`src/ccl_defines.svh`:
```
// register offsets, field positions, reset values and timing counts for the
// channel check logic; assumes a 32-bit apb slave with byte addresses
`ifndef CCL_DEFINES_SVH
`define CCL_DEFINES_SVH
`define CCL_OFF_CTRL     12'h000
`define CCL_OFF_STATUS   12'h004
`define CCL_OFF_CLEAR    12'h008
`define CCL_CTRL_RST     32'h0000_0001
`define CCL_CTRL_EN_BIT  0
`define CCL_F_PROGRAM_FAULT       0
`define CCL_F_CCF        4
`define CCL_F_ICF        8
`define CCL_F_WRONG      12
`define CCL_F_EARLY      16
`define CCL_F_CHKRST     20
`define CCL_NSUB         4
`define CCL_CLK_NS       5
`define CCL_STAGE_NS     20000
`define CCL_STAGE_CYC    (`CCL_STAGE_NS / `CCL_CLK_NS)
`endif

```
`src/ccl_pkg.sv`:
```
// types shared by the channel check logic; assumes ccl_defines.svh
package ccl_pkg;
  typedef enum logic [2:0] {
    CCL_PH_IDLE      = 3'h0,
    CCL_PH_CAW       = 3'h1,
    CCL_PH_CCW_START = 3'h3,
    CCL_PH_CCW_CHAIN = 3'h2,
    CCL_PH_READ      = 3'h6,
    CCL_PH_WRITE     = 3'h7
  } ccl_phase_e;
  typedef struct packed {
    ccl_phase_e  phase;
    logic        addr_invalid;
    logic        cpu_error;
    logic        sdr_parity_err;
    logic        cycle_ctrl_check;
    logic        cmd_parity_err;
    logic        fetch_done;
    logic        buf_load;
    logic        count_zero;
    logic [2:0]  caw_low3;
    logic [3:0]  byte_ctrl;
    logic        mc_test;
    logic [1:0]  sub;
  } ccl_proc_s;
  typedef struct packed {
    logic        bus_in_perr;
    logic        mismatch;
    logic        tag_timeout;
    logic        reselect_chain;
  } ccl_ifc_s;
endpackage

```
`src/ccl_check.sv`:
```
// channel check logic: program, channel control and interface control
// latches per subchannel, machine check request and timed check reset.
// assumes processor signals on pclk; interface tags arrive as raw pins.
// What this block does
// - out-of-range address on chaining fetch or read sets program fault latch
// - out-of-range read loads all four storage bytes
// - chaining fetch bad address: fault, end after fetch
// - read bad address: fault, stop on service-in
// - write bad address sets early fault flag
// - early flag plus buffer load sets wrong-data
// - wrong-data faults on service-in unless count zero
// - fetch errors, parity, cycle check set program fault
// - malfunction fault ends operation after command fetch
// - unmasked: finish fetch, test, store status, end
// - listed malfunctions set channel control fault
// - channel control fault requests machine check
// - bus-in parity or tag overlap sets interface fault
// - mismatch, timeout, reselect select-in set interface fault
// - interface fault requests machine check
// - machine check test starts check reset, clears timer
// - check reset lasts 20 to 40 microseconds
// - second timer stage ends check reset
// - check reset blocks cycle counter advance
// - address word low three bits nonzero faults
`timescale 1ns/1ps
`include "ccl_defines.svh"
module ccl_check (
  input  wire logic              pclk,
  input  wire logic              presetn,
  input  wire logic              psel,
  input  wire logic              penable,
  input  wire logic              pwrite,
  input  wire logic [11:0]       paddr,
  input  wire logic [31:0]       pwdata,
  output logic      [31:0]       prdata,
  output logic                   pready,
  output logic                   pslverr,
  input  wire ccl_pkg::ccl_proc_s proc,
  input  wire ccl_pkg::ccl_ifc_s  ifc,
  input  wire logic              address_in,
  input  wire logic              status_in,
  input  wire logic              service_in,
  input  wire logic              select_in,
  output logic [3:0]             sdr_byte_en,
  output logic                   mc_request,
  output logic                   command_stop,
  output logic                   op_end,
  output logic                   status_store,
  output logic                   bus_out_gate,
  output logic                   check_reset,
  output logic                   cycle_adv_block
);
  ////////////////////////////////////////////////////////////////////////////
  function automatic logic [3:0] onehot(input logic [1:0] s);
    onehot = 4'h1 << s;
  endfunction
  function automatic logic two_of_three(input logic a, input logic b,
                                        input logic c);
    two_of_three = (a & b) | (a & c) | (b & c);
  endfunction
  ////////////////////////////////////////////////////////////////////////////
  // two flops per tag pin; only stage two feeds logic
  logic [3:0] tag_s1_q;
  logic [3:0] tag_s2_q;
  logic       svc_d1_q;
  always_ff @(posedge pclk or negedge presetn)
    if (!presetn)
    begin
      tag_s1_q <= 4'h0;
      tag_s2_q <= 4'h0;
      svc_d1_q <= 1'b0;
    end
    else
    begin
      tag_s1_q <= {select_in, service_in, status_in, address_in};
      tag_s2_q <= tag_s1_q;
      svc_d1_q <= tag_s2_q[2];
    end
  logic adr_in, sts_in, svc_in, sel_in, svc_rise;
  assign adr_in   = tag_s2_q[0];
  assign sts_in   = tag_s2_q[1];
  assign svc_in   = tag_s2_q[2];
  assign sel_in   = tag_s2_q[3];
  assign svc_rise = svc_in & ~svc_d1_q;
  ////////////////////////////////////////////////////////////////////////////
  // apb slave; pready in the first cycle of the access phase, no wait states
  logic [31:0] ctrl_q;
  logic [31:0] clr_w;
  logic        acc, wr, chk_en;
  logic [3:0]  program_fault_q, ccf_q, icf_q, wrong_q, early_q;
  assign acc    = psel & penable & pready;
  assign wr     = acc & pwrite;
  assign chk_en = ctrl_q[`CCL_CTRL_EN_BIT];
  assign clr_w  = (wr && paddr == `CCL_OFF_CLEAR) ? pwdata : 32'h0;
  always_ff @(posedge pclk or negedge presetn)
    if (!presetn)
      ctrl_q <= `CCL_CTRL_RST;
    else if (wr && paddr == `CCL_OFF_CTRL)
      ctrl_q <= pwdata;
  always_ff @(posedge pclk or negedge presetn)
    if (!presetn)
    begin
      pready  <= 1'b0;
      pslverr <= 1'b0;
      prdata  <= 32'h0;
    end
    else
    begin
      pready  <= psel & ~penable;
      pslverr <= psel & ~penable & ~(paddr == `CCL_OFF_CTRL ||
                 paddr == `CCL_OFF_STATUS || paddr == `CCL_OFF_CLEAR);
      prdata  <= 32'h0;
      if (psel && !penable && !pwrite)
        unique case (paddr)
          `CCL_OFF_CTRL:   prdata <= ctrl_q;
          `CCL_OFF_STATUS: prdata <= {11'h0, check_reset, early_q, wrong_q,
                                      icf_q, ccf_q, program_fault_q};
          default:         prdata <= 32'h0;
        endcase
    end
  ////////////////////////////////////////////////////////////////////////////
  // event decode for the addressed subchannel
  logic [3:0] sel;
  logic       ph_caw, ph_start, ph_chain, ph_ccw, ph_rd, ph_wr;
  logic       bad_adr, malf, program_fault_set, ccf_set, icf_set;
  logic       wd_stop, wd_fault;
  assign sel      = onehot(proc.sub);
  assign ph_caw   = proc.phase == ccl_pkg::CCL_PH_CAW;
  assign ph_start = proc.phase == ccl_pkg::CCL_PH_CCW_START;
  assign ph_chain = proc.phase == ccl_pkg::CCL_PH_CCW_CHAIN;
  assign ph_ccw   = ph_start | ph_chain;
  assign ph_rd    = proc.phase == ccl_pkg::CCL_PH_READ;
  assign ph_wr    = proc.phase == ccl_pkg::CCL_PH_WRITE;
  assign bad_adr  = proc.addr_invalid & chk_en;
  // malfunction cases shared by program and channel control faults
  assign malf     = chk_en & (proc.cycle_ctrl_check |
                    (proc.sdr_parity_err & ph_chain) |
                    (proc.cpu_error & (ph_caw | ph_ccw)));
  assign wd_fault = chk_en & svc_rise & |(wrong_q & sel) & ~proc.count_zero;
  assign wd_stop  = svc_rise & |(wrong_q & sel) & proc.count_zero;
  assign program_fault_set = (bad_adr & (ph_chain | ph_rd))
                  | malf
                  | (chk_en & ph_caw & proc.caw_low3 != 3'h0)
                  | wd_fault;
  assign ccf_set  = malf | (chk_en & proc.cmd_parity_err);
  assign icf_set  = chk_en & ((ifc.bus_in_perr & (sts_in | adr_in)) |
                    two_of_three(adr_in, sts_in, svc_in) | ifc.mismatch |
                    ifc.tag_timeout | (sel_in & ifc.reselect_chain));
  ////////////////////////////////////////////////////////////////////////////
  // subchannel latches; set beats a software clear, check reset clears all
  logic [3:0] wipe;
  assign wipe = {4{check_reset}};
  always_ff @(posedge pclk or negedge presetn)
    if (!presetn)
    begin
      program_fault_q  <= 4'h0;
      ccf_q   <= 4'h0;
      icf_q   <= 4'h0;
      early_q <= 4'h0;
      wrong_q <= 4'h0;
    end
    else
    begin
      program_fault_q  <= (program_fault_q & ~clr_w[`CCL_F_PROGRAM_FAULT+:4] & ~wipe) | (sel & {4{program_fault_set}});
      ccf_q   <= (ccf_q & ~clr_w[`CCL_F_CCF+:4] & ~wipe) | (sel & {4{ccf_set}});
      icf_q   <= (icf_q & ~clr_w[`CCL_F_ICF+:4] & ~wipe) | (sel & {4{icf_set}});
      early_q <= (early_q & ~clr_w[`CCL_F_EARLY+:4] & ~wipe) |
                 (sel & {4{bad_adr & ph_wr}});
      wrong_q <= (wrong_q & ~clr_w[`CCL_F_WRONG+:4] & ~wipe) |
                 (sel & early_q & {4{proc.buf_load}});
    end
  ////////////////////////////////////////////////////////////////////////////
  // operation end, command stop and byte gating
  logic rd_pend_q;
  always_ff @(posedge pclk or negedge presetn)
    if (!presetn)
      rd_pend_q <= 1'b0;
    else if (check_reset || svc_rise)
      rd_pend_q <= 1'b0;
    else if (bad_adr && ph_rd)
      rd_pend_q <= 1'b1;
  always_ff @(posedge pclk or negedge presetn)
    if (!presetn)
    begin
      command_stop <= 1'b0;
      op_end       <= 1'b0;
      status_store <= 1'b0;
      bus_out_gate <= 1'b0;
      sdr_byte_en  <= 4'h0;
    end
    else
    begin
      command_stop <= (svc_rise & rd_pend_q) | wd_stop;
      op_end       <= (proc.fetch_done & ph_ccw & |(program_fault_q & sel)) |
                      (svc_rise & rd_pend_q) | wd_stop;
      status_store <= proc.fetch_done & ph_ccw & |(program_fault_q & sel);
      // zero count keeps a stale buffer off bus out
      bus_out_gate <= svc_rise & ph_wr & ~proc.count_zero;
      // whole word loaded, then regenerated with byte gating held off
      sdr_byte_en  <= proc.addr_invalid ? 4'hf : proc.byte_ctrl;
    end
  ////////////////////////////////////////////////////////////////////////////
  // machine check request and check reset timer
  logic [11:0] presc_q;
  logic        tick, tmr1_q, tmr2_q, start;
  assign tick  = presc_q == 12'(`CCL_STAGE_CYC - 1);
  assign start = proc.mc_test & ~check_reset & |(ccf_q | icf_q);
  always_ff @(posedge pclk or negedge presetn)
    if (!presetn)
      mc_request <= 1'b0;
    else
      mc_request <= |(ccf_q | icf_q);
  // free-running divider: first tick lands anywhere in one stage period
  always_ff @(posedge pclk or negedge presetn)
    if (!presetn)
      presc_q <= 12'h000;
    else
      presc_q <= tick ? 12'h000 : presc_q + 12'h001;
  always_ff @(posedge pclk or negedge presetn)
    if (!presetn)
    begin
      tmr1_q <= 1'b0;
      tmr2_q <= 1'b0;
    end
    else if (start)
    begin
      tmr1_q <= 1'b0;
      tmr2_q <= 1'b0;
    end
    else if (check_reset && tick)
    begin
      tmr1_q <= 1'b1;
      tmr2_q <= tmr1_q;
    end
  always_ff @(posedge pclk or negedge presetn)
    if (!presetn)
    begin
      check_reset     <= 1'b0;
      cycle_adv_block <= 1'b0;
    end
    else if (start)
    begin
      check_reset     <= 1'b1;
      cycle_adv_block <= 1'b1;
    end
    else if (tmr2_q)
    begin
      check_reset     <= 1'b0;
      cycle_adv_block <= 1'b0;
    end
  ////////////////////////////////////////////////////////////////////////////
  // checks
  logic [13:0] cr_len_q;
  always_ff @(posedge pclk or negedge presetn)
    if (!presetn)
      cr_len_q <= 14'h0;
    else
      cr_len_q <= check_reset ? cr_len_q + 14'h1 : 14'h0;
  chk_reset_max_a: assert property (@(posedge pclk) disable iff (!presetn)
    cr_len_q <= 14'd8003) else $error("check reset too long");
  chk_reset_min_a: assert property (@(posedge pclk) disable iff (!presetn)
    $fell(check_reset) |-> $past(cr_len_q) >= 14'd4000)
    else $error("check reset too short");
  chk_block_a: assert property (@(posedge pclk) disable iff (!presetn)
    cycle_adv_block == check_reset) else $error("advance block differs");
  mc_req_a: assert property (@(posedge pclk) disable iff (!presetn)
    $rose(ccf_q[proc.sub]) |=> mc_request) else $error("no machine check request");
  icf_tags_a: assert property (@(posedge pclk) disable iff (!presetn)
    (chk_en && !check_reset && adr_in && sts_in) |=> icf_q[$past(proc.sub)])
    else $error("tag overlap not flagged");
  wrong_data_a: assert property (@(posedge pclk) disable iff (!presetn)
    (early_q[proc.sub] && proc.buf_load && !check_reset) |=> wrong_q[$past(proc.sub)])
    else $error("wrong data not flagged");
  stop_read_a: assert property (@(posedge pclk) disable iff (!presetn)
    (rd_pend_q && svc_rise && !check_reset) |=> command_stop && op_end)
    else $error("no stop after bad read");
  byte_en_a: assert property (@(posedge pclk) disable iff (!presetn)
    proc.addr_invalid |=> sdr_byte_en == 4'hf) else $error("byte gating not held");
  reset_start_a: assert property (@(posedge pclk) disable iff (!presetn)
    start |=> check_reset ##1 !tmr2_q) else $error("check reset not started");
  end_chain_a: assert property (@(posedge pclk) disable iff (!presetn)
    (bad_adr && ph_chain && !check_reset) |=> program_fault_q[$past(proc.sub)])
    else $error("chaining bad address not faulted");
  ////////////////////////////////////////////////////////////////////////////
  // latch setting; a set beats both clears, so no reset term is needed here
  read_fault_a: assert property (@(posedge pclk) disable iff (!presetn)
    (bad_adr && ph_rd) |=> program_fault_q[$past(proc.sub)])
    else $error("bad read address not faulted");
  early_flag_a: assert property (@(posedge pclk) disable iff (!presetn)
    (bad_adr && ph_wr) |=> early_q[$past(proc.sub)])
    else $error("early fault flag not set");
  wd_fault_a: assert property (@(posedge pclk) disable iff (!presetn)
    wd_fault |=> program_fault_q[$past(proc.sub)])
    else $error("wrong data not faulted");
  wd_stop_a: assert property (@(posedge pclk) disable iff (!presetn)
    wd_stop |=> command_stop && op_end && !bus_out_gate)
    else $error("zero count did not stop");
  program_fault_malf_a: assert property (@(posedge pclk) disable iff (!presetn)
    malf |=> program_fault_q[$past(proc.sub)])
    else $error("malfunction not a program fault");
  ccf_malf_a: assert property (@(posedge pclk) disable iff (!presetn)
    malf |=> ccf_q[$past(proc.sub)])
    else $error("malfunction not a channel fault");
  ccf_cmd_a: assert property (@(posedge pclk) disable iff (!presetn)
    (chk_en && proc.cmd_parity_err) |=> ccf_q[$past(proc.sub)])
    else $error("command parity not flagged");
  addr_word_a: assert property (@(posedge pclk) disable iff (!presetn)
    (chk_en && ph_caw && proc.caw_low3 != 3'h0) |=> program_fault_q[$past(proc.sub)])
    else $error("address word low bits not faulted");
  ////////////////////////////////////////////////////////////////////////////
  // interface faults: tag terms come from the synchronised tags, mismatch, timeout and parity straight from ifc
  icf_parity_a: assert property (@(posedge pclk) disable iff (!presetn)
    (chk_en && ifc.bus_in_perr && (sts_in || adr_in)) |=> icf_q[$past(proc.sub)])
    else $error("bus in parity not flagged");
  icf_link_a: assert property (@(posedge pclk) disable iff (!presetn)
    (chk_en && (ifc.mismatch || ifc.tag_timeout)) |=> icf_q[$past(proc.sub)])
    else $error("mismatch or timeout not flagged");
  icf_resel_a: assert property (@(posedge pclk) disable iff (!presetn)
    (chk_en && sel_in && ifc.reselect_chain) |=> icf_q[$past(proc.sub)])
    else $error("select in on reselect not flagged");
  icf_req_a: assert property (@(posedge pclk) disable iff (!presetn)
    (|icf_q) |=> mc_request)
    else $error("interface fault not requested");
  mc_drop_a: assert property (@(posedge pclk) disable iff (!presetn)
    !(|(ccf_q | icf_q)) |=> !mc_request)
    else $error("request without a fault");
  ////////////////////////////////////////////////////////////////////////////
  // operation end pulses
  fetch_end_a: assert property (@(posedge pclk) disable iff (!presetn)
    (proc.fetch_done && ph_ccw && program_fault_q[proc.sub]) |=> op_end && status_store)
    else $error("fetch did not end operation");
  status_end_a: assert property (@(posedge pclk) disable iff (!presetn)
    status_store |-> op_end)
    else $error("status stored without end");
  stop_only_a: assert property (@(posedge pclk) disable iff (!presetn)
    command_stop |-> op_end)
    else $error("stop without end");
  ////////////////////////////////////////////////////////////////////////////
  // timer and check reset
  tmr_clear_a: assert property (@(posedge pclk) disable iff (!presetn)
    start |=> !tmr1_q && !tmr2_q)
    else $error("timer not cleared");
  reset_end_a: assert property (@(posedge pclk) disable iff (!presetn)
    (check_reset && tmr2_q && !start) |=> !check_reset)
    else $error("check reset outlived stage two");
  ////////////////////////////////////////////////////////////////////////////
  // register bus; a pready that stayed up would double a clear write
  apb_err_a: assert property (@(posedge pclk) disable iff (!presetn)
    pslverr |-> pready)
    else $error("slave error without ready");
  apb_pulse_a: assert property (@(posedge pclk) disable iff (!presetn)
    pready |=> !pready)
    else $error("ready held too long");
  prdata_idle_a: assert property (@(posedge pclk) disable iff (!presetn)
    !pready |-> prdata == 32'h0)
    else $error("read data outside access");
  cov_gate_c: cover property (@(posedge pclk) disable iff (!presetn)
    bus_out_gate);
  cov_wrong_c: cover property (@(posedge pclk) disable iff (!presetn)
    $rose(|wrong_q));
  cov_reset_c: cover property (@(posedge pclk) disable iff (!presetn)
    $fell(check_reset));
  cov_stop_c: cover property (@(posedge pclk) disable iff (!presetn)
    command_stop);
  cov_end_c: cover property (@(posedge pclk) disable iff (!presetn)
    status_store);
endmodule

```
`config.mk`:
```
export PLATFORM = sky130hd
export DESIGN_NAME = ccl_check
export DESIGN_NICKNAME = d
export VERILOG_FILES = /design/src/ccl_pkg.sv /design/src/ccl_check.sv
export VERILOG_INCLUDE_DIRS = /design/src
export SDC_FILE = /design/constraint.sdc
export NUM_CORES = 1
export LEC_CHECK = 0
export ABC_AREA = 1
export BUFFER_PORTS_ARGS = -buffer_cell sky130_fd_sc_hd__buf_2
export CAP_MARGIN = 0
export CORE_UTILIZATION = 40
export DETAILED_ROUTE_END_ITERATION = 8
export PLACE_DENSITY_LB_ADDON = 0.08
export SLEW_MARGIN = 25
export SYNTH_ARGS = -nofsm -noshare
export SYNTH_HDL_FRONTEND = slang
export SYNTH_SLANG_ARGS = --single-unit
```
`constraint.sdc`:
```
create_clock -name pclk -period 1.6 [get_ports pclk]
set_input_delay 0.4 -clock pclk [delete_from_list [all_inputs] [get_ports pclk]]
set_output_delay 0.4 -clock pclk [all_outputs]
set_load 0.01 [all_outputs]
```
# Word level (Yosys, flattened, before mapping)
# Cells that the tools add are included.
# op_classes
n_addsub	1
n_eq_ne	8
shifts	1
n_mux	13
bitwise	87
n_reduce_logical	19
# op_table
cell	count
$and A4 B4 Y4	18
$pmux W32 S2	1
$and A1 B1 Y1	33
$mux W32	1
$not A4 Y4	6
$or A4 B4 Y4	6
$mux W20	1
$or A1 B1 Y1	19
$add A12 B1 Y12 const B	1
$eq A12 B12 Y1 const B	1
$eq A12 B3 Y1 const B	1
$eq A12 B4 Y1 const B	1
$logic_not A12 Y1	1
$mux W12	1
$reduce_or A4 Y1	3
$mux W1	8
$eq A3 B2 Y1 const B	2
$eq A3 B3 Y1 const B	2
$logic_and A1 B1 Y1	6
$reduce_bool A2 Y1	3
$not A1 Y1	5
$mux W4	1
$shl A1 B2 Y4 const A	1
$eq A3 B1 Y1 const B	1
other kinds (3)	6
# totals
register_bits	120
input_bits	78
output_inout_bits	45

# Logic depth before layout (Yosys ltp)
# Gate-level depths: netlist of the first run.
# logic_depth
ltp_word	11
depth_mapped	9
depth_no_buf	9

# Worst setup path before layout of the first run
# Ideal clock, no wire load.
# synth_timing
kind	register to register
startpoint	register presc_q[0]
endpoint	register presc_q[7]
setup_time_ps	127
arrival_ps	1269
required_time_ps	1473
slack_ps	205
path_stages_with_launch	9
n_path_buf	0
period_less_slack_ps	1395
cell_sequence	dfrtp_1 -> ha_1 -> nand2_1 -> nor2_1 -> inv_1 -> nor3_1 -> inv_1 -> o21ai_0 -> a21oi_1
# synth_via
elab_chain_cells	2
elab_cells_between_ends	3
cone_classes	add/sub: 1; eq/ne: 1; mux: 1
# synth_rtl
element	line_no	source
start, declared	ccl_check.sv:204	logic [11:0] presc_q;
start signal, assigned	ccl_check.sv:218	presc_q <= tick ? 12'h000 : presc_q + 12'h001;
$add A12 B1 Y12 / $eq A12 B12 Y1 (equally long branches)	ccl_check.sv:218, ccl_check.sv:206	
$mux W12 (*)	ccl_check.sv:218	
# Every way passes the cells marked *; elsewhere a longest branch is shown, timed or not.
# A chain may end at the register's enable or synchronous reset.

# Worst setup path after layout of the first run
# layout_timing
startpoint	register presc_q[0]
endpoint	register tmr2_q
# layout_via
elab_chain_cells	3
# layout_rtl
element	line_no	source
$eq A12 B12 Y1	ccl_check.sv:206	assign tick = presc_q == 12'(`CCL_STAGE_CYC - 1);
$logic_and A1 B1 Y1	ccl_check.sv:230	else if (check_reset && tick)
$reduce_bool A2 Y1 (no line)	n/a	
end signal, assigned	ccl_check.sv:233	tmr2_q <= tmr1_q;
end, declared	ccl_check.sv:205	logic tick, tmr1_q, tmr2_q, start;
# Every way passes these cells.

==> run_results.csv, run 1 <==
group,metric,value,unit
cts,cts-htree-levels,4,
drt,viasPerCell,4.89,
yosys,ys_ff_latch,120,
drt,dr.pass1.iters,4,
yosys,synth_edf_count,0,
power_and_ir_drop,ir_worst_vdd,0.710,mV
timing,fin_tns_setup,0,ns
worst_setup_path,r2r_cells,9,
global_route,grt_pass1_vias,4319,
cts,cts.sinks,120,
drt,wire_per_inst,14.4,microns
worst_setup_path,r2r_end,"tmr2_q",
power_and_ir_drop,power.density,1070,nW/um^2
timing,relSlewSlack,77.4,%
placement,gp_congestion,0.794,
cts,clock_latency,0.41,ns
placement,place_hpwl,9.09,mm
cts,cts_made_buffers,17,
cts,clkTransAtPathRegs,0.05,ns
final_layout,insertedDiodeCount,0,
drt,num_vias,4333,
yosys,syn_area_per_cell,8.95,sq um
timing,finalCritPeriodShare,93.0,%
worst_setup_path,crit_fanout,3,
timing,rsz0062_at_grt,"no",
worst_setup_path,path_class,"register to register",
yosys,ys_warn_count,0,
run,maxCapViolations,0,
cts,cts-root-buf,"clkbuf_16",
cts,clk_path_buf_depth,2,
timing,finalHoldViolations,0,
timing,finalCriticalPeriod,1.49,ns
worst_setup_path,worstSetupStartpointType,"register",
timing,fin_ws,0.112,ns
global_route,grt_pass1_wl,20.9,mm
worst_setup_path,r2r_setup_slack,0.11,ns
drt,drt_wl_total,12.7,mm
min_path,min_path_type,"input pin to register",
worst_setup_path,rr_startpoint,"presc_q[0]",
drt,ant_nets,0,
outcome,status,"finished, final reports clean",
final_layout,seqCellArea,3000,sq um
global_route,antenna_found_initial,0,
worst_setup_path,startpoint,"presc_q[0]",
cts,cts_tree,"done",
floorplan,core_region_area,12200,sq um
final_layout,layout.nets,785,
worst_setup_path,arrival,1.78,ns
worst_setup_path,cp.required,1.89,ns
placement,portBuffers,122,
yosys,synth_cells,564,
global_route,grt_use_total,21.1,%
final_layout,drive_above_1_share,27.0,%
floorplan,die_y,114,microns
timing,slew_violations,0,
global_route,grt_max_degree,37,
floorplan,start_util,41.5,%
floorplan,design.portCount,123,
cts,cts_setup_buffers,0,
floorplan,num_rows,40,
timing,skew,0.00577,ns
yosys,async_reset_ff_share,100,%
power_and_ir_drop,p_leak,3.50,nW
worst_setup_path,crit_path_end_kind,"register",
yosys,synth_nets,643,
timing,worst_pin_slew,0.340,ns
placement,pre_cts_ws,-0.0183,ns
floorplan,die_area,13100,sq um
drt,drc,0,
yosys,ys_types,32,
worst_setup_path,endpoint,"tmr2_q",
final_layout,areaGrowthSynthToFinish,31.2,%
yosys,yosysSeqAreaShare,59.5,%
timing,setup_viol,0,
global_route,grt_overflow,0,
yosys,syn_area,5050,sq um
timing,fmax,672,MHz
final_layout,multi_input_area,1740,sq um
floorplan,die_x,114,microns
yosys,synth_flop_cell,"dfrtp_1",
final_layout,nFillCells,1099,
drt,initialDrtViolationCount,305,
[synth_stat cells (3+ instances only)]
cell type / n / area [sq um]
a21oi_1: 28 / 140
buf_1: 4 / 15.0
buf_2: 4 / 20.0
buf_4: 3 / 22.5
buf_6: 4 / 45.0
clkbuf_1: 12 / 45.0
dfrtp_1: 119 / 2980
inv_1: 44 / 165
nand2_1: 164 / 616
nand3_1: 46 / 230
nand4_1: 23 / 144
nor2_1: 32 / 120
nor3_1: 16 / 80.1
o211ai_1: 4 / 30.0
o21ai_0: 33 / 165
o21ai_1: 9 / 45.0
or2_2: 4 / 25.0
[per-layer routing]
metal | wire length, microns | GRT usage [%] | share of wire (%)
met1 | 5670 | 26.1 | 44
met2 | 6090 | 34.4 | 48
met3 | 802 | 7.20 | 6.3
met4 | 184 | 7.79 | 1.4
met5 | 0 | 0 | 0
[cells by family (layout without fill, tap and decap cells)]
kind of cell / count (synthesis) / in the layout / synth area share, %
buffers and inverters: 72 / 226 / 6.27
AND/OR/NAND/NOR: 292 / 292 / 25.7
adder cells (fa/ha/maj): 1 / 1 / 0.248
flip-flops: 120 / 120 / 59.5
XOR/XNOR: 1 / 1 / 0.174
AO/OA/AOI/OAI: 78 / 78 / 8.11
[how the worst min path moves through the flow]
| stage | cells after the start | start | endpoint | slack, ns |
|---|---|---|---|---|
| floorplan | 0 | presetn | bus_out_gate | 0.10 |
| global placement | 1 | presetn | ctrl_q[27] | 0.33 |
| detailed placement | 1 | presetn | ctrl_q[27] | 0.33 |
| CTS | 1 | status_in | tag_s1_q[1] | 0.08 |
| global route | 1 | status_in | tag_s1_q[1] | 0.07 |
| finish | 1 | status_in | tag_s1_q[1] | 0.09 |
[critical path, cell delays in order (launching register included)]
cell     delay [ns]
dfrtp_1        0.34
ha_1           0.16
nand2_1        0.08
nor2_2         0.14
inv_1          0.08
nor3_2         0.17
buf_4          0.16
nand2_1        0.09
nand3_1        0.08
o21ai_0        0.07
[where the power goes]
group          leakage (nW)  internal (mW)  switching, mW
Sequential             1.55           3.07         0.0109
Clock                 0.285           2.43           1.27
Combinational          1.66          0.129          0.197
Total                  3.50           5.63           1.48
[area by class of cell]
class | count | share of cell area, %
Inverter | 45 | 2.55
Clock buffer | 23 | 7.37
Clock inverter | 8 | 1.44
Tap cell | 168 | 3.18
Timing Repair Buffer | 150 | 13.8
Sequential cell | 120 | 45.4
Multi-Input combinational cell | 372 | 26.3
[cell usage in the layout, fill, tap and decap left out, types with 21 or more instances in the layout]
cell,Yosys,final
a21oi_1,28,28
buf_2,4,121
buf_4,3,21
dfrtp_1,119,119
inv_1,44,43
nand2_1,164,164
nand3_1,46,46
nand4_1,23,23
nor2_1,32,30
o21ai_0,33,33
[registers in the layout, summed over array words and instances (netlist names), 4 cells and up]
name and flops:
ctrl_q 32, prdata 32, presc_q 12, ccf_q 4, early_q 4, icf_q 4, program_fault_q 4, sdr_byte_en 4
tag_s1_q 4, tag_s2_q 4, wrong_q 4
[metrics by stage]
stage / cell area [sq um] / total power, mW / hold slack, ns / instances / utilization [%]
after detailed placement: 6020 / 3.46 / 0.330 / 854 / 49.5
after global routing: 6620 / 7.36 / 0.0725 / 886 / 54.4
final: 6620 / 7.11 / 0.0949 / 886 / 54.4
after CTS: 6610 / 7.19 / 0.0791 / 886 / 54.4
after floorplan: 5050 / 3.21 / 0.104 / 564 / -
after global placement: 6020 / 3.45 / 0.326 / 854 / 49.5
[repair_timing]
action                                  in CTS  in global routing
endpoints found under the hold margin       19                  0
endpoints found under the setup margin       0                  5
hold buffers                                 1                  0
resized for setup                            0                  5
No activity file was read; power rests on OpenSTA's default activity.
==> inputs of run 2 (changes only) <==
- CORE_ASPECT_RATIO: not set -> 1.2
==> run 2 against run 1 <==
Net effect:
- cell area is 0.87% lower
- critical path depth stayed put
- worst setup slack better by 0.040 ns
- clock skew is 0.0012 ns higher
- routed wire length is 2.2% lower
- fmax is 2.8% higher
- largest power group unchanged
==> run_results.csv, run 2 (synthesis gave the netlist of run 1 again) <==
group,metric,value,unit
drt,dr.pass1.iters,5,
worst_setup_path,cp.required,1.88,ns
power_and_ir_drop,switching_share,23.3,%
global_route,grt_overflow,0,
drt,drc,0,
placement,portBuffers,122,
final_layout,mostFrequentLayoutCells,"164 x nand2_1, 121 x buf_2, 119 x dfrtp_1",
drt,drt_wl_total,12.5,mm
final_layout,areaGrowthSynthToFinish,30.1,%
worst_setup_path,crit_path_end_kind,"register",
final_layout,reg_top3,"ctrl_q (32), prdata (32), presc_q (12)",
power_and_ir_drop,power.density,1070,nW/um^2
timing,setup_viol,0,
power_and_ir_drop,combPwrFrac,4.4,%
global_route,grt_pass1_wl,21.3,mm
global_route,grt_use_total,20.8,%
timing,finalCriticalPeriod,1.45,ns
final_layout,final_common_cell,"nand2_1",
min_path,min_path_type,"input pin to asynchronous set/reset pin",
floorplan,die_x,105,microns
worst_setup_path,worstSetupStartpointType,"register",
cts,cts_made_buffers,17,
run,maxCapViolations,0,
timing,finalCritPeriodShare,90.5,%
cts,clkTransAtPathRegs,0.05,ns
placement,place_hpwl,8.74,mm
cts,clock_latency,0.41,ns
global_route,grt_max_degree,85,
power_and_ir_drop,p_leak,3.46,nW
placement,gp_congestion,0.806,
timing,relSlewSlack,68.7,%
floorplan,die_y,125,microns
power_and_ir_drop,intPower,5.36,mW
floorplan,start_util,41.3,%
drt,initialDrtViolationCount,256,
cts,cts_tree,"done",
timing,fmax,691,MHz
drt,wire_per_inst,14.2,microns
drt,viasPerCell,4.87,
final_layout,nFillCells,1178,
timing,finalHoldViolations,0,
worst_setup_path,path_class,"register to register",
power_and_ir_drop,switchingPower,1.63,mW
worst_setup_path,crit_fanout,3,
final_layout,insertedDiodeCount,0,
timing,slew_violations,0,
timing,whs,0.0273,ns
power_and_ir_drop,ir_worst_vdd,0.615,mV
timing,fin_tns_setup,0,ns
drt,num_vias,4273,
cts,cts.sinks,120,
cts,clk_path_buf_depth,2,
outcome,status,"finished, final reports clean",
floorplan,design.portCount,123,
floorplan,die_area,13100,sq um
floorplan,core_region_area,12200,sq um
timing,skew,0.00696,ns
worst_setup_path,arrival,1.73,ns
global_route,antenna_found_initial,0,
timing,worst_pin_slew,0.470,ns
final_layout,layout.nets,783,
drt,ant_nets,0,
power_and_ir_drop,p_clk_share,51.6,%
power_and_ir_drop,p_seq_share,44.0,%
final_layout,drive_above_1_share,27.1,%
cts,cts-root-buf,"clkbuf_16",
final_layout,multi_input_area,1740,sq um
cts,ctsHoldBuffers,0,
final_layout,seqCellArea,3000,sq um
global_route,grt_pass1_vias,4309,
cts,cts-htree-levels,4,
floorplan,num_rows,44,
==> run 2: cell count changes in the layout (fill, tap and decap cells not counted), moves of 2 or more <==
cell        change
clkbuf_1        -2
clkbuf_8        -3
clkinv_2        -2
clkinv_4        +3
clkinvlp_4      +5
==> run 2: through the flow <==
stage | instance area [sq um] | power (mW) | setup slack (ns) | util, % | instances
global placement | 5990 | 3.44 | 0.0462 | 49.0 | 846
floorplan | 5050 | 3.21 | 0.205 | - | 564
finish | 6560 | 6.99 | 0.152 | 53.7 | 878
global route | 6560 | 7.25 | -0.00278 | 53.7 | 878
CTS | 6560 | 7.07 | 0.0447 | 53.6 | 878
detailed placement | 5990 | 3.44 | 0.00894 | 49.0 | 846
==> run 2: final cells by class <==
| class | instances | area share (%) |
|---|---|---|
| multi-input combinational | 372 | 26.5 |
| timing repair buffer | 148 | 13.5 |
| inverter | 45 | 2.57 |
| clock inverter | 14 | 1.94 |
| tap | 161 | 3.07 |
| sequential | 120 | 45.8 |
| clock buffer | 18 | 6.69 |
==> run 2: worst max-delay path, cell delays in order (launching register included) <==
cell	delay (ns)
dfrtp_1	0.34
ha_1	0.17
nand2_1	0.09
nor2_2	0.14
inv_1	0.07
nor3_2	0.13
buf_4	0.15
nand2_1	0.08
nand3_1	0.07
o21ai_0	0.08
==> run 2: final timing paths <==
check / from / end / slack [ns] / cells past startpoint
worst max-delay path: presc_q[0] / tmr2_q / 0.15 / 9
worst min register to register: tag_s1_q[1] / tag_s2_q[1] / 0.35 / 0
min in group pclk: service_in / tag_s1_q[2] / 0.10 / 1
worst min-delay path: presetn / prdata[30] / 0.03 / 2
worst max register to register: presc_q[0] / tmr2_q / 0.15 / 9
max in group asynchronous: presetn / icf_q[1] / 1.20 / 2
==> run 2: power by group through the flow <==
stage               Combinational [mW]  Sequential (mW)  Clock (mW)
detailed placement               0.315             3.13           0
floorplan                       0.0752             3.13           0
finish                           0.310             3.07        3.61
global placement                 0.310             3.13           0
global route                     0.349             3.08        3.82
CTS                              0.316             3.07        3.68
==> run 2: timing repair <==
action | in CTS | in global routing
buffers inserted | 0 | 0
setup endpoints to repair | 0 | 5
gates resized for setup | 0 | 2
hold endpoints to repair | 0 | 0
==> run 2: metal layers <==
metal  wire, microns  global-route usage, %  vias to the layer above  part of all wire (%)
met5               0                      0                        -                     0
li1                -                      -                     2125                     -
met4             121                   6.81                        0                  0.97
met3             660                   4.59                       11                   5.3
met1            5690                   27.8                     2021                    46
met2            5990                   33.5                      116                    48
==> inputs of run 3 (changes only) <==
- REMOVE_ABC_BUFFERS: not set -> 1
- clock period: 1.6 -> 1.5 ns (I/O delays scaled with it)
==> run 3 against run 2 <==
Net effect:
- die area did not move
- flip-flop and latch count did not move
- cell area rose by 3.9%
- fmax barely moved
- clock-buffer cell count rose by 3
- combinational power rose by 13%
- sequential share of layout area fell by 1.7 points
- hold slack improved by 0.037 ns
- routed wire length rose by 3.1%
- critical path type unchanged
- critical endpoint unchanged
==> run_results.csv, run 3 (synthesis gave the netlist of run 1 again) <==
group,metric,value,unit
timing,skew,0.00759,ns
worst_setup_path,critPathTopFamily,"simple AND/OR/NAND/NOR gates",
timing,worst_pin_slew,0.354,ns
worst_setup_path,rr_startpoint,"presc_q[0]",
drt,ant_nets,0,
power_and_ir_drop,switching_share,19.8,%
floorplan,core_region_area,12200,sq um
floorplan,die_x,105,microns
final_layout,multi_input_area,1770,sq um
global_route,grt_overflow,0,
power_and_ir_drop,combPwrFrac,4.2,%
power_and_ir_drop,ir_worst_vdd,0.670,mV
drt,num_vias,4409,
timing,finalCritPeriodShare,96.5,%
worst_setup_path,cp_slowest_cell,"dfrtp_1",
global_route,grt_use_total,21.1,%
worst_setup_path,r2r_end,"tmr2_q",
timing,setup_viol,0,
final_layout,reg_top3,"ctrl_q (32), prdata (32), presc_q (12)",
global_route,grt_pass1_wl,21.5,mm
floorplan,start_util,41.3,%
power_and_ir_drop,p_seq_share,39.3,%
floorplan,die_area,13100,sq um
power_and_ir_drop,switchingPower,1.66,mW
power_and_ir_drop,finalPower,8.36,mW
min_path,whs_path_depth,1,
timing,slew_violations,0,
worst_setup_path,crit_path_end_kind,"register",
worst_setup_path,r2r_cells,9,
final_layout,seqCellArea,3000,sq um
final_layout,areaGrowthSynthToFinish,35.1,%
outcome,status,"finished, final reports clean",
worst_setup_path,endpoint,"tmr2_q",
power_and_ir_drop,power.density,1230,nW/um^2
drt,wire_per_inst,14.5,microns
cts,cts-root-buf,"clkbuf_16",
final_layout,layout.nets,791,
cts,cts_made_buffers,17,
timing,finalCriticalPeriod,1.45,ns
final_layout,drive_above_1_share,28.7,%
min_path,min_path_type,"input pin to register",
worst_setup_path,arrival,1.74,ns
cts,cts-htree-levels,4,
worst_setup_path,crit_buf_inv,2,
drt,initialDrtViolationCount,205,
final_layout,insertedDiodeCount,0,
drt,drc,0,
run,maxCapViolations,0,
worst_setup_path,cp_num_cells,9,
cts,clock_latency,0.41,ns
drt,viasPerCell,4.98,
cts,cts.sinks,120,
final_layout,nFillCells,1149,
global_route,grt_max_degree,34,
placement,gp_congestion,0.789,
worst_setup_path,cp_common_cell,"nand2_2",
worst_setup_path,crit_fanout,3,
final_layout,mostFrequentLayoutCells,"162 x nand2_1, 121 x buf_2, 119 x dfrtp_1",
floorplan,num_rows,44,
drt,dr.pass1.iters,5,
power_and_ir_drop,p_leak,3.60,nW
floorplan,design.portCount,123,
worst_setup_path,startpoint,"presc_q[0]",
placement,portBuffers,122,
power_and_ir_drop,intPower,6.70,mW
power_and_ir_drop,p_clk_share,56.6,%
timing,relSlewSlack,76.4,%
worst_setup_path,path_class,"register to register",
floorplan,die_y,125,microns
placement,place_hpwl,8.90,mm
global_route,antenna_found_initial,0,
worst_setup_path,crit_path_cell_trace,"ha_2 > nand2_2 > nor2_4 > inv_2 > nor3_4 > buf_6 > nand2_2 > nand3_1 > o21ai_1",
timing,fmax,691,MHz
timing,finalHoldViolations,0,
worst_setup_path,max_stage_delay,0.35,ns
worst_setup_path,worstSetupStartpointType,"register",
cts,clkTransAtPathRegs,0.05,ns
final_layout,final_core_util,55.8,%
drt,drt_wl_total,12.8,mm
final_layout,final_common_cell,"nand2_1",
worst_setup_path,r2r_setup_slack,0.05,ns
global_route,grt_pass1_vias,4532,
worst_setup_path,cp.required,1.80,ns
cts,cts_tree,"done",
cts,clk_path_buf_depth,2,
-- run 3: power by group through the flow --
stage / registers (mW) / logic [mW] / clock network, mW
finish: 3.28 / 0.349 / 4.73
global route: 3.28 / 0.392 / 4.92
CTS: 3.28 / 0.357 / 4.80
detailed placement: 3.34 / 0.355 / 0
global placement: 3.34 / 0.348 / 0
floorplan: 3.34 / 0.0755 / 0
-- run 3: what timing repair did --
item | CTS | global route
setup buffers | 0 | 2
hold buffers | 1 | 0
gates resized for setup | 2 | 12
hold endpoints to repair | 19 | 0
endpoints found under the setup margin | 7 | 9
pin swaps | 0 | 3
-- run 3: per-layer routing --
metal	track usage [%]	part of all wire, %
met1	24.5	42
met2	37.0	52
met3	5.06	4.5
met4	8.74	2.0
met5	0	0
-- run 3: per-stage QoR --
stage | setup WS [ns] | cell area, sq um | hold slack, ns | std cells | TNS [ns]
3_3_place_gp | -0.117 | 6050 | 0.309 | 851 | -4.55
5_1_grt | -0.0342 | 6820 | 0.0525 | 886 | -0.0626
3_5_place_dp | -0.131 | 6050 | 0.314 | 851 | -5.96
2_1_floorplan | -0.781 | 4900 | 0.0794 | 537 | -41.58
4_1_cts | 0.0177 | 6770 | 0.0542 | 884 | 0
6_report | 0.0528 | 6820 | 0.0638 | 886 | 0
-- run 3: layout make-up --
class / count / share of cell area, %
flip-flops and latches: 120 / 44.1
multi-input cells: 372 / 26.0
repair buffers: 156 / 14.3
clock buffers: 21 / 7.05
clock inverters: 11 / 3.18
well taps: 161 / 2.96
inverters: 45 / 2.48
-- run 3: worst reg2reg max path, cell delays in order, from the launching register on --
cell and delay [ns]:
dfrtp_1 0.35, ha_2 0.20, nand2_2 0.08, nor2_4 0.10, inv_2 0.06, nor3_4 0.22, buf_6 0.13, nand2_2 0.05
nand3_1 0.06, o21ai_1 0.07
-- run 3: how the worst min path moves through the flow --
stage,end,slack [ns],startpoint
2_1_floorplan,bus_out_gate,0.08,presetn
3_5_place_dp,prdata[26],0.31,presetn
6_report,tag_s1_q[1],0.06,status_in
3_3_place_gp,prdata[26],0.31,presetn
5_1_grt,tag_s1_q[3],0.05,select_in
4_1_cts,tag_s1_q[3],0.05,select_in
